==> config.mk <==
export PLATFORM = sky130hd
export DESIGN_NAME = info_space_base_field_ptr_cfg
export DESIGN_NICKNAME = d
export VERILOG_FILES = /design/src/info_space_base_field_ptr_cfg.v
export VERILOG_INCLUDE_DIRS = /design/src /design/src/src
export SDC_FILE = /design/constraint.sdc
export NUM_CORES = 1
export LEC_CHECK = 0
export ABC_AREA = 1
export BUFFER_PORTS_ARGS = -buffer_cell sky130_fd_sc_hd__clkbuf_2
export CORE_MARGIN = 8
export CORE_UTILIZATION = 52
export CTS_CLUSTER_SIZE = 14
export DETAILED_ROUTE_END_ITERATION = 6
export GPL_TIMING_DRIVEN = 0
export HOLD_SLACK_MARGIN = 0.06
export PLACE_DENSITY = 0.81
export SLEW_MARGIN = 20
export SYNTH_ARGS = -nofsm -noshare
export SYNTH_HDL_FRONTEND = slang
export SYNTH_SLANG_ARGS = --single-unit
export TNS_END_PERCENT = 10
==> constraint.sdc <==
create_clock -name clk -period 1.7 [get_ports clk]
set_input_delay 0.085 -clock clk [delete_from_list [all_inputs] [get_ports clk]]
set_output_delay 0.085 -clock clk [all_outputs]
set_load 0.01 [all_outputs]
==> src/cis_defines.vh <==
/*
 constants for the extension base, info space base and info pointer registers.
 assumes inclusion by info_space_base_field_ptr_cfg.v only.
*/
`ifndef CIS_DEFINES_VH
`define CIS_DEFINES_VH
`define CIS_OFS_EXT_BASE 8'h14
`define CIS_OFS_INFO_BASE 8'h18
`define CIS_OFS_INFO_PTR 8'h28
`define INFO_SPACE_BASE_FIELD_LSB 11
`define INFO_SPACE_BASE_FIELD_RESET 21'h000000
`define CIS_PTR_ROM_ZERO 4'h0
`define CIS_OFS_LOAD_LSB 3
`define CIS_OFS_LOAD_MSB 7
`define CIS_IND_STRAP_LOW 3'h2
`define CIS_IND_STRAP_HIGH 3'h0
`define CIS_OFS_UPPER_DEFAULT 20'h00000
`define CIS_STRAP_FILL 2'h2
`define CIS_INFO_SIZE_ZERO 7'h00
`define CIS_INFO_PREFETCH_OFF 1'h0
`define CIS_INFO_LOCATE_ANY32 2'h0
`define CIS_INFO_MEMORY_SPACE 1'h0
`endif

==> src/info_space_base_field_ptr_cfg.v <==
/*
 configuration registers for the vendor extension window base, the card
 information space base and the card information pointer, plus window decode
 and the byte path from the info space to the serial rom.
 assumes a configuration port on clk, an active-low reset acting as pci reset,
 and a serial rom loader on clk that presents the offset field and read data.
*/
`include "cis_defines.vh"

module info_space_base_field_ptr_cfg #(
    parameter [19:0] OFS_UPPER = `CIS_OFS_UPPER_DEFAULT
) (
    input wire clk,
    input wire rst_b,
    input wire busModeStrap,
    input wire cfgWrite,
    input wire cfgRead,
    input wire [7:0] cfgAddr,
    input wire [3:0] cfgByteEn,
    input wire [31:0] cfgWrData,
    output reg [31:0] cfgRdData,
    input wire [4:0] romOffsetField,
    input wire romOffsetValid,
    input wire memRead,
    input wire [31:0] memAddr,
    output wire extWindowHit,
    output wire infoSpaceHit,
    output wire romReadReq,
    output wire [7:0] romAddr,
    input wire romDataValid,
    input wire [7:0] romData,
    output reg memDataValid,
    output reg [7:0] memData
);
    // rom request path: idle, or waiting for the rom byte
    localparam [0:0] ROM_IDLE = 1'b0;
    localparam [0:0] ROM_WAIT = 1'b1;

    reg strapMeta_ff;
    reg strapSync_ff;
    reg [1:0] strapFill_ff;
    reg strapLatched_ff;
    reg strapTaken_ff;
    reg [20:0] extBase_ff;
    reg [20:0] infoBase_ff;
    reg [4:0] romOffset_ff;
    reg [7:0] romAddr_ff;
    reg romState_ff;
    reg nxt_romState;
    reg [31:0] nxt_cfgRdData;
    wire addrIsExt;
    wire addrIsInfo;
    wire addrIsPtr;
    wire writeHitExt;
    wire writeHitInfo;
    wire [20:0] laneEn;
    wire [20:0] nxt_extBase;
    wire [20:0] nxt_infoBase;
    wire [6:0] infoSpaceSizeField;
    wire infoSpacePrefetchBit;
    wire [1:0] infoSpaceLocateType;
    wire infoSpaceMemoryIndicator;
    wire [10:0] lowBaseBits;
    wire [3:0] ptrTopBits;
    wire [24:0] structureOffsetField;
    wire [2:0] spaceIndicatorField;
    wire [31:0] extBaseRd;
    wire [31:0] infoBaseRd;
    wire [31:0] infoPtrRd;
    wire extTagMatch;
    wire infoTagMatch;
    wire infoBaseSet;
    wire romTake;
    wire romDone;
    genvar b;

    // strap caught only once the sync pair holds the pin, else the reset zero is latched
    always @(posedge clk or negedge rst_b) begin
        if (!rst_b) begin
            strapMeta_ff <= 1'b0;
            strapSync_ff <= 1'b0;
            strapFill_ff <= 2'h0;
            strapLatched_ff <= 1'b0;
            strapTaken_ff <= 1'b0;
        end else begin
            strapMeta_ff <= busModeStrap;
            strapSync_ff <= strapMeta_ff;
            if (strapFill_ff != `CIS_STRAP_FILL) begin
                strapFill_ff <= strapFill_ff + 2'h1;
            end
            if (!strapTaken_ff && (strapFill_ff == `CIS_STRAP_FILL)) begin
                strapLatched_ff <= strapSync_ff;
                strapTaken_ff <= 1'b1;
            end
        end
    end

    assign addrIsExt = (cfgAddr == `CIS_OFS_EXT_BASE);
    assign addrIsInfo = (cfgAddr == `CIS_OFS_INFO_BASE);
    assign addrIsPtr = (cfgAddr == `CIS_OFS_INFO_PTR);
    assign writeHitExt = cfgWrite && addrIsExt;
    assign writeHitInfo = cfgWrite && addrIsInfo && !strapLatched_ff;

    // byte enables steer the writable bits; byte 1 holds only bits 15-11
    generate
        for (b = 0; b < 21; b = b + 1) begin : g_wr
            assign laneEn[b] = cfgByteEn[(b + `INFO_SPACE_BASE_FIELD_LSB) / 8];
            assign nxt_extBase[b] = (writeHitExt && laneEn[b]) ?
                cfgWrData[b + `INFO_SPACE_BASE_FIELD_LSB] : extBase_ff[b];
            assign nxt_infoBase[b] = (writeHitInfo && laneEn[b]) ?
                cfgWrData[b + `INFO_SPACE_BASE_FIELD_LSB] : infoBase_ff[b];
        end
    endgenerate

    always @(posedge clk or negedge rst_b) begin
        if (!rst_b) begin
            extBase_ff <= `INFO_SPACE_BASE_FIELD_RESET;
            infoBase_ff <= `INFO_SPACE_BASE_FIELD_RESET;
            romOffset_ff <= 5'h00;
        end else begin
            extBase_ff <= nxt_extBase;
            infoBase_ff <= strapLatched_ff ? `INFO_SPACE_BASE_FIELD_RESET : nxt_infoBase;
            if (romOffsetValid) begin
                romOffset_ff <= romOffsetField;
            end
        end
    end

    // both bases share one low-bit layout: 2k, nonprefetchable, anywhere in 32 bits, memory
    assign infoSpaceSizeField = `CIS_INFO_SIZE_ZERO;
    assign infoSpacePrefetchBit = `CIS_INFO_PREFETCH_OFF;
    assign infoSpaceLocateType = `CIS_INFO_LOCATE_ANY32;
    assign infoSpaceMemoryIndicator = `CIS_INFO_MEMORY_SPACE;
    assign lowBaseBits = {infoSpaceSizeField, infoSpacePrefetchBit, infoSpaceLocateType, infoSpaceMemoryIndicator};
    assign extBaseRd = {extBase_ff, lowBaseBits};
    assign infoBaseRd = strapLatched_ff ? 32'h00000000 : {infoBase_ff, lowBaseBits};
    assign ptrTopBits = `CIS_PTR_ROM_ZERO;
    assign structureOffsetField = {OFS_UPPER, romOffset_ff};
    assign spaceIndicatorField = strapLatched_ff ? `CIS_IND_STRAP_HIGH : `CIS_IND_STRAP_LOW;
    assign infoPtrRd = strapLatched_ff ? 32'h00000000 :
        {ptrTopBits, structureOffsetField, spaceIndicatorField};

    // unknown offsets read zero; data holds between reads
    always @* begin
        nxt_cfgRdData = cfgRdData;
        if (cfgRead) begin
            if (addrIsExt) begin
                nxt_cfgRdData = extBaseRd;
            end else if (addrIsInfo) begin
                nxt_cfgRdData = infoBaseRd;
            end else if (addrIsPtr) begin
                nxt_cfgRdData = infoPtrRd;
            end else begin
                nxt_cfgRdData = 32'h00000000;
            end
        end
    end

    always @(posedge clk or negedge rst_b) begin
        if (!rst_b) begin
            cfgRdData <= 32'h00000000;
        end else begin
            cfgRdData <= nxt_cfgRdData;
        end
    end

    // a zero info base never decodes, which guards the space until software programs it
    assign extTagMatch = (memAddr[31:`INFO_SPACE_BASE_FIELD_LSB] == extBase_ff);
    assign infoTagMatch = (memAddr[31:`INFO_SPACE_BASE_FIELD_LSB] == infoBase_ff);
    assign infoBaseSet = (infoBase_ff != `INFO_SPACE_BASE_FIELD_RESET);
    assign extWindowHit = extTagMatch;
    assign infoSpaceHit = !strapLatched_ff && infoBaseSet && infoTagMatch;

    assign romTake = memRead && infoSpaceHit && (romState_ff == ROM_IDLE);
    assign romDone = (romState_ff == ROM_WAIT) && romDataValid;

    always @* begin
        nxt_romState = romState_ff;
        case (romState_ff)
            ROM_IDLE: begin
                if (romTake) begin
                    nxt_romState = ROM_WAIT;
                end
            end
            ROM_WAIT: begin
                if (romDone) begin
                    nxt_romState = ROM_IDLE;
                end
            end
            default: begin
                nxt_romState = ROM_IDLE;
            end
        endcase
    end

    // one byte per access; wider reads return just the addressed byte, undefined beyond it
    always @(posedge clk or negedge rst_b) begin
        if (!rst_b) begin
            romState_ff <= ROM_IDLE;
            romAddr_ff <= 8'h00;
            memDataValid <= 1'b0;
            memData <= 8'h00;
        end else begin
            romState_ff <= nxt_romState;
            memDataValid <= romDone;
            if (romTake) begin
                romAddr_ff <= memAddr[7:0];
            end
            if (romDone) begin
                memData <= romData;
            end
        end
    end

    assign romReadReq = (romState_ff == ROM_WAIT);
    assign romAddr = romAddr_ff;
endmodule // info_space_base_field_ptr_cfg

Yosys cells after proc, flatten, opt, wreduce, memory -nomap -nowiden
Cells that the tools add are included.
Widths: inputs -> output; s select.
{ "word_totals": {"register_bits": 103, "latch_bits": 0, "ramBits": 0, "rom_bits": 0, "in_bits": 97, "out_inout_bits": 52, "elab_cells": 77, "n_memories": 0} }
{ "classes": {"addsub": 1, "mul": 0, "div": 0, "order_cmp": 0, "eq_ne": 7, "shifts": 0, "muxes": 30, "bitwise_logic": 1, "reduce_logical": 21} }
{ "ops": {"columns": ["operator", "n"], "rows": [
  ["$mux 32", 3],
  ["$eq 21x21->1", 2],
  ["$mux 1", 23],
  ["$mux 21", 1],
  ["$reduce_bool 21->1", 1],
  ["$eq 8x5->1 const B", 2],
  ["$mux 8", 2],
  ["$logic_and 1x1->1", 15],
  ["$eq 8x6->1 const B", 1],
  ["$reduce_bool 2->1", 3],
  ["$add 2x1->2 const B", 1],
  ["$eq 2x2->1 const B", 1],
  ["$logic_not 1->1", 2],
  ["$ne 2x2->1 const B", 1],
  ["$pmux 1 s2", 1],
  ["$not 1->1", 1]
]} }

Logic depth before layout (Yosys ltp)
Gate-level depths: netlist of run 1.
{ "logic_depth": {"depth_word": 7, "depth_mapped": 11} }

Worst setup path before layout of run 1
Ideal clock, no wire load.
{ "synth_timing": {"kind": "reg2reg", "start": "reg strapLatched_ff", "end": "reg romAddr_ff[0], in the netlist romAddr[0]", "setup_ps": 117, "arrival_ps": 1314, "slack_ps": 270, "stages_incl_launch_ff": 12, "n_path_buf": 1, "synth_period_minus_slack_ps": 1430, "cell_sequence": "dfrtp_1 > buf_6 > clkinv_4 > nand2_2 > nor2_1 > nand2_1 > nor2_2 > nand2_2 > nor2_8 > nand2_4 > nand2_1 > nand2_1"} }
{ "synth_between": {"elab_chain_cells": 5} }
{ "synth_lines": {"columns": ["element", "line", "source"], "rows": [
  ["start, declared", "info_space_base_field_ptr_cfg.v:42", "reg strapLatched_ff;"],
  ["start signal, assigned", "info_space_base_field_ptr_cfg.v:92", "strapLatched_ff <= strapSync_ff;"],
  ["$logic_not 1->1", "info_space_base_field_ptr_cfg.v:172", "assign infoSpaceHit = !strapLatched_ff && infoBaseSet && infoTagMatch;"],
  ["$logic_and 1x1->1 (2 in series)", "info_space_base_field_ptr_cfg.v:172", null],
  ["net infoSpaceHit", "info_space_base_field_ptr_cfg.v:27", "output wire infoSpaceHit,"],
  ["$logic_and 1x1->1 (2 in series)", "info_space_base_field_ptr_cfg.v:174", "assign romTake = memRead && infoSpaceHit && (romState_ff == ROM_IDLE);"],
  ["end signal, assigned", "info_space_base_field_ptr_cfg.v:207", "romAddr_ff <= memAddr[7:0];"],
  ["end, declared", "info_space_base_field_ptr_cfg.v:47", "reg [7:0] romAddr_ff;"]
]} }
The timed path passes the listed nets, and every way through them passes these cells.
A chain may end at the register's enable or synchronous reset.

Final worst setup path of run 1
{ "layout_timing": {"start": "reg infoBase_ff[14]", "end": "out infoSpaceHit"} }
{ "layout_between": {"elab_chain_cells": 3} }
{ "layout_lines": {"columns": ["element", "line", "source"], "rows": [
  ["start, declared", "info_space_base_field_ptr_cfg.v:45", "reg [20:0] infoBase_ff;"],
  ["start signal, assigned", "info_space_base_field_ptr_cfg.v:118", "infoBase_ff <= `INFO_SPACE_BASE_FIELD_RESET;"],
  ["start signal, assigned", "info_space_base_field_ptr_cfg.v:122", "infoBase_ff <= strapLatched_ff ? `INFO_SPACE_BASE_FIELD_RESET : nxt_infoBase;"],
  ["$reduce_bool 21->1 (no source line)", null, null],
  ["$logic_and 1x1->1", "info_space_base_field_ptr_cfg.v:172", null],
  ["$logic_and 1x1->1 *", "info_space_base_field_ptr_cfg.v:172", null],
  ["end, declared", "info_space_base_field_ptr_cfg.v:27", null]
]} }
Every way passes the cells marked *; elsewhere a longest branch is shown, timed or not.

==> results.toml, run 1 <==
[setup_path]
worstSetupStartpointType = "register"
critPathMaxStageDelay_ps = 420
worst_setup_path_end_kind = "output pin"
cp.required_ps = 1620
cpMaxStageDelayCell = "dfrtp_1"
critPathBufInv = 2
crit_chain = "buf_4 > nor2_1 > nand3_1 > nor2_1 > nand3_1 > nand2_2 > nor2_8 > buf_2"
path_class = "reg -> out"
cp_max_fo = 4
path_delay_family = "simple AND/OR/NAND/NOR gates"
cp_data_arrival_time_ps = 1650

[logic_synthesis]
yosysMostFrequentCell = "nand2_1"
syn_area_per_cell_um2 = 8.22
synthTopCellsByCount = "nand2_1 (179), dfrtp_1 (98), inv_1 (66), nor2_1 (37)"
yosysSeqAreaShare = 0.503
synthArstFlopShare = 1.00
synth_area_leaders = "dfrtp_1 (50%), nand2_1 (14%), inv_1 (5.1%)"
synth_seq_cells = 98
ys.flop_type = "dfrtp_1"
yosys.area.top_type = "dfrtp_1"
netlist_area_um2 = 4880
synthCells = 593
synth-edff-count = 0
synth_top_cell_area_share = 0.503
yosys_warnings = 0
synthDistinctLibCells = 34

[global_routing]
gr-total-overflow = 0
grt_usage = 0.233
first_global_vias = 4817
grt_first_pass_wirelength_um = 23700
grt_max_degree = 78
antenna_found_initial = 0

[cells_and_area]
final_area_um2 = 6480
n_antenna_cell = 0
syn_to_final_growth_pct = 32.9
drive_gt1_frac = 0.270
final_util = 0.708
fin_nets = 887

[cts]
clock-sinks = 98
cts-htree-levels = 3
cts-root-buf = "clkbuf_8"
clock_latency_ps = 370
cts_max_path_buffers = 2
cts_tree = "done"
clk_pin_slew_ps = 100
cts_buffers = 9

[place]
port_buffers = 126
post_dp_cell_area_um2 = 5700
dp_hpwl_um = 10600
gp_congestion = 0.928

[drt]
drtAntennaViolNets = 0
firstDrtPassIters = 5
drt_iter0_drc = 384
vias = 4742
wire_per_inst_um = 16.3
vias_per_cell = 5.24
drc_errors = 0
wirelength_um = 14700

[sta]
min_period_ps = 1740
fin_crit_sh = 1.02
hold_viol = 0
rsz0062_at_grt = "yes"
fmax_ghz = 0.575
setup_ws_ps = -37.8
setup_viol = 2
finalMaxSlewViolations = 0
max_slew_margin = 0.587
skew_ps = 11.5
tightest_slew_ps = 620

[floorplan]
die_area_um2 = 12700
die_x_um = 113
io_pins = 149
coreArea_um2 = 9150
die_h_um = 113
start_util = 0.533
rows = 35

[power_and_ir_drop]
max-vdd-ir-drop_mv = 0.384
p_total_uw = 4550
p_leak_uw = 0.00344
p_per_area_nw_per_um2 = 703

[outcome]
status = "finished with violations"
violations = "setup timing"

[job]
drv_cap = 0

[hold_path]
hp-class = "in -> reg"
registers in the layout (all words and copies together), names as in the netlist, 2 cells and up:
name / count
cfgRdData: 27
extBase_ff: 21
infoBase_ff: 21
memData: 8
romAddr: 8
romOffset_ff: 5
strapFill_ff: 2
per-stage QoR:
stage	worst slack, ps	cells	hold WS, ps	TNS [ps]
after CTS	-49.5	904	93.8	-77.2
after global routing	-125	905	127	-615
final	-37.8	905	101	-51.3
after global placement	-632	834	194	-61160
after floorplan	270	597	-211	0
after detailed placement	137	835	-29.1	0
cells in the final DEF (no fill, tap or decap), types with 9 or more instances in the layout:
master	n
a21oi_1	11
a31oi_1	10
buf_4	16
clkbuf_2	123
clkbuf_8	10
dfrtp_1	98
dlygate4sd3_1	46
inv_1	66
nand2_1	179
nand3_1	31
nor2_1	34
o21ai_0	28
o21ai_1	31
o21ai_2	9
power by group:
group,switching (uW),internal (uW),leakage (uW)
clock network,829,684,0.0000889
logic,335,270,0.00203
registers,42.8,2390,0.00132
total,1210,3350,0.00344
worst register-to-register path: stages, from the launching register on:
cell and delay [ps]:
dfrtp_1 380, buf_6 160, clkinv_8 80, nand2_2 40, nor2_1 80, nand2_1 70
nor2_2 130, nand2_2 100, nor2_8 120, buf_4 170, nand2_4 100, nand2_1 80
nand2_1 50
metal layers:
layer	track usage	routed length [um]	vias up
met5	0	0	-
met4	0.110	452	0
met3	0.0378	868	41
met2	0.395	7420	179
met1	0.286	5970	2262
li1	-	-	2260
path summary, 6_finish.rpt:
check	from	end	slack (ps)	depth (start not counted)
worst max-delay path	infoBase_ff[14]$_DFFE_PN0P_	infoSpaceHit	-40	8
worst max register to register	strapLatched_ff$_DFFE_PN0P_	romAddr[5]$_DFFE_PN0P_	50	12
max in group asynchronous	rst_b	infoBase_ff[11]$_DFFE_PN0P_	920	3
worst min register to register	strapMeta_ff$_DFF_PN0_	strapSync_ff$_DFF_PN0_	360	0
worst min-delay path	memRead	romAddr[6]$_DFFE_PN0P_	100	5
min in group asynchronous	rst_b	cfgRdData[14]$_DFFE_PN0P_	140	2
cell families after synthesis:
group	synth area share
buffers and inverters	0.0857
XOR/XNOR	0.0377
AND/OR/NAND/NOR	0.262
adder cells (fa/ha/maj)	0.00257
flip-flops	0.503
AO/OA/AOI/OAI	0.109
other	0.000769
layout make-up:
cell class / count / area [um2]
Fill cell: 704 / 2670
Sequential cell: 98 / 2450
Multi-Input combinational cell: 402 / 2080
Timing Repair Buffer: 181 / 1190
Inverter: 77 / 302
Tap cell: 111 / 139
Clock buffer: 10 / 128
Buffer: 20 / 124
Clock inverter: 6 / 66.3
what timing repair did:
action / in CTS / in global routing
setup endpoints to repair: 2 / 10
resized for setup: 10 / 3
hold buffers: 46 / 0
buffers inserted: 7 / 1
pin swaps: 12 / 3
hold endpoints to repair: 164 / 0
No activity file was read; power rests on OpenSTA's default activity.
==> run 2: changes to the inputs <==
==> constraint.sdc (replaced) <==
create_clock -name clk -period 1.7 [get_ports clk]
set_input_delay 0.085 -clock clk [delete_from_list [all_inputs] [get_ports clk]]
set_output_delay 0.085 -clock clk [all_outputs]
set_load 0.005 [all_outputs]
==> results.toml, run 2 (synthesis results as in run 1) <==
[sta]
max_slew_margin = 0.586
setup_ws_ps = -17.8
fin_crit_sh = 1.01
hold_viol = 0
min_period_ps = 1720
finalMaxSlewViolations = 0
tightest_slew_ps = 621
rsz0062_at_grt = "yes"
setup_viol = 2
skew_ps = 13.8
fin_tns_setup_ps = -23.9
fmax_ghz = 0.582
whs_ps = 101

[drt]
firstDrtPassIters = 5
drtAntennaViolNets = 0
drc_errors = 0
vias = 4716
wirelength_um = 14700
drt_iter0_drc = 324
wire_per_inst_um = 16.3
vias_per_cell = 5.21

[setup_path]
cp_data_arrival_time_ps = 1630
worstSetupStartpointType = "register"
cpMaxStageDelayCell = "dfrtp_1"
cp.required_ps = 1620
path_delay_family = "simple AND/OR/NAND/NOR gates"
worst_setup_path_end_kind = "output pin"
cp_max_fo = 4
critPathBufInv = 2
critPathMaxStageDelay_ps = 420
path_class = "reg -> out"
crit_chain = "buf_4 > nor2_1 > nand3_1 > nor2_1 > nand3_1 > nand2_2 > nor2_8 > clkbuf_2"

[cts]
cts-root-buf = "clkbuf_8"
cts_max_path_buffers = 2
cts_tree = "done"
cts_buffers = 9
clock_latency_ps = 370
clk_pin_slew_ps = 100
clock-sinks = 98
cts-htree-levels = 3

[global_routing]
grt_max_degree = 78
grt_usage = 0.233
antenna_found_initial = 0
grt_first_pass_wirelength_um = 23700
first_global_vias = 4817
gr-total-overflow = 0

[cells_and_area]
n_antenna_cell = 0
fin_cells = 905
drive_gt1_frac = 0.273
syn_to_final_growth_pct = 32.9
fin_nets = 887
final_common_cell = "nand2_1"
final_util = 0.708
most-common-layout-cells = "nand2_1 (179), clkbuf_2 (124), dfrtp_1 (98)"
largest_reg_flops = 27
nFillCells = 705
regMostFlops = "cfgRdData"
top_regs = "cfgRdData: 27 flops, extBase_ff: 21 flops, infoBase_ff: 21 flops"

[floorplan]
io_pins = 149
die_x_um = 113
start_util = 0.533
rows = 35
die_h_um = 113
coreArea_um2 = 9150
die_area_um2 = 12700

[power_and_ir_drop]
p_per_area_nw_per_um2 = 700
p_leak_uw = 0.00344
max-vdd-ir-drop_mv = 0.381

[place]
dp_hpwl_um = 10600
port_buffers = 126
gp_congestion = 0.928
placed_cells = 835

[job]
drv_cap = 0

[outcome]
status = "finished with violations"
violations = "setup timing"

[hold_path]
hp-class = "in -> reg"
## run 2: cell types whose count changed in the layout (fill, tap and decap cells not counted), sizes merged
cell    change
clkbuf      +1
buf         -1
## run 2: metal layers
layer,part of all wire,vias to the layer above,GRT usage
met5,0,-,0
met4,0.030,0,0.110
met3,0.060,35,0.0378
met2,0.51,171,0.395
met1,0.40,2251,0.286
li1,-,2259,-
## run 2: repair_timing
item                                   4_1_cts  5_1_grt
gates resized for setup                     10        5
endpoints found under the hold margin      164        0
buffers inserted                             7        1
setup endpoints to repair                    2       10
cloned                                       0        0
pin swaps                                   12        3
hold buffers                                46        0
## run 2: final cells by class
| cell class | count | area (um2) | share of cell area |
|---|---|---|---|
| sequential | 98 | 2450 | 0.378 |
| buffer | 20 | 124 | 0.0191 |
| timing repair buffer | 181 | 1190 | 0.183 |
| inverter | 77 | 302 | 0.0465 |
| clock buffer | 10 | 128 | 0.0197 |
| multi-input combinational | 402 | 2080 | 0.321 |
| clock inverter | 6 | 66.3 | 0.0102 |
| tap | 111 | 139 | 0.0214 |
## run 2: worst paths after layout
path	start	end	slack, ps	depth (start not counted)
min reg2reg	strapMeta_ff$_DFF_PN0_	strapSync_ff$_DFF_PN0_	360	0
max in group asynchronous	rst_b	cfgRdData[22]$_DFFE_PN0P_	920	3
max	infoBase_ff[14]$_DFFE_PN0P_	infoSpaceHit	-20	8
min	memRead	romAddr[6]$_DFFE_PN0P_	100	5
min in group asynchronous	rst_b	cfgRdData[14]$_DFFE_PN0P_	140	2
max reg2reg	strapLatched_ff$_DFFE_PN0P_	romAddr[5]$_DFFE_PN0P_	60	12
## run 2: power by group
part	internal [uW]	total (uW)	leakage, uW	switching, uW
Sequential	2390	2430	0.00132	42.4
Combinational	270	590	0.00203	320
Clock	684	1510	0.0000889	831
Total	3350	4540	0.00344	1190
## run 2: tightest hold or removal path, delay by kind of cell
family | cells | cell delay, ps
and+or+nand+nor | 3 | 230
buffers and inverters | 2 | 130
## run 2: through the flow
step           power (uW)  cell area (um2)  setup WS [ps]
5_1_grt              4720             6480           -100
3_5_place_dp         2960             5700            137
6_report             4540             6480          -17.8
3_3_place_gp         2930             5660           -632
2_1_floorplan        2680             4890            286
4_1_cts              4550             6460          -30.5
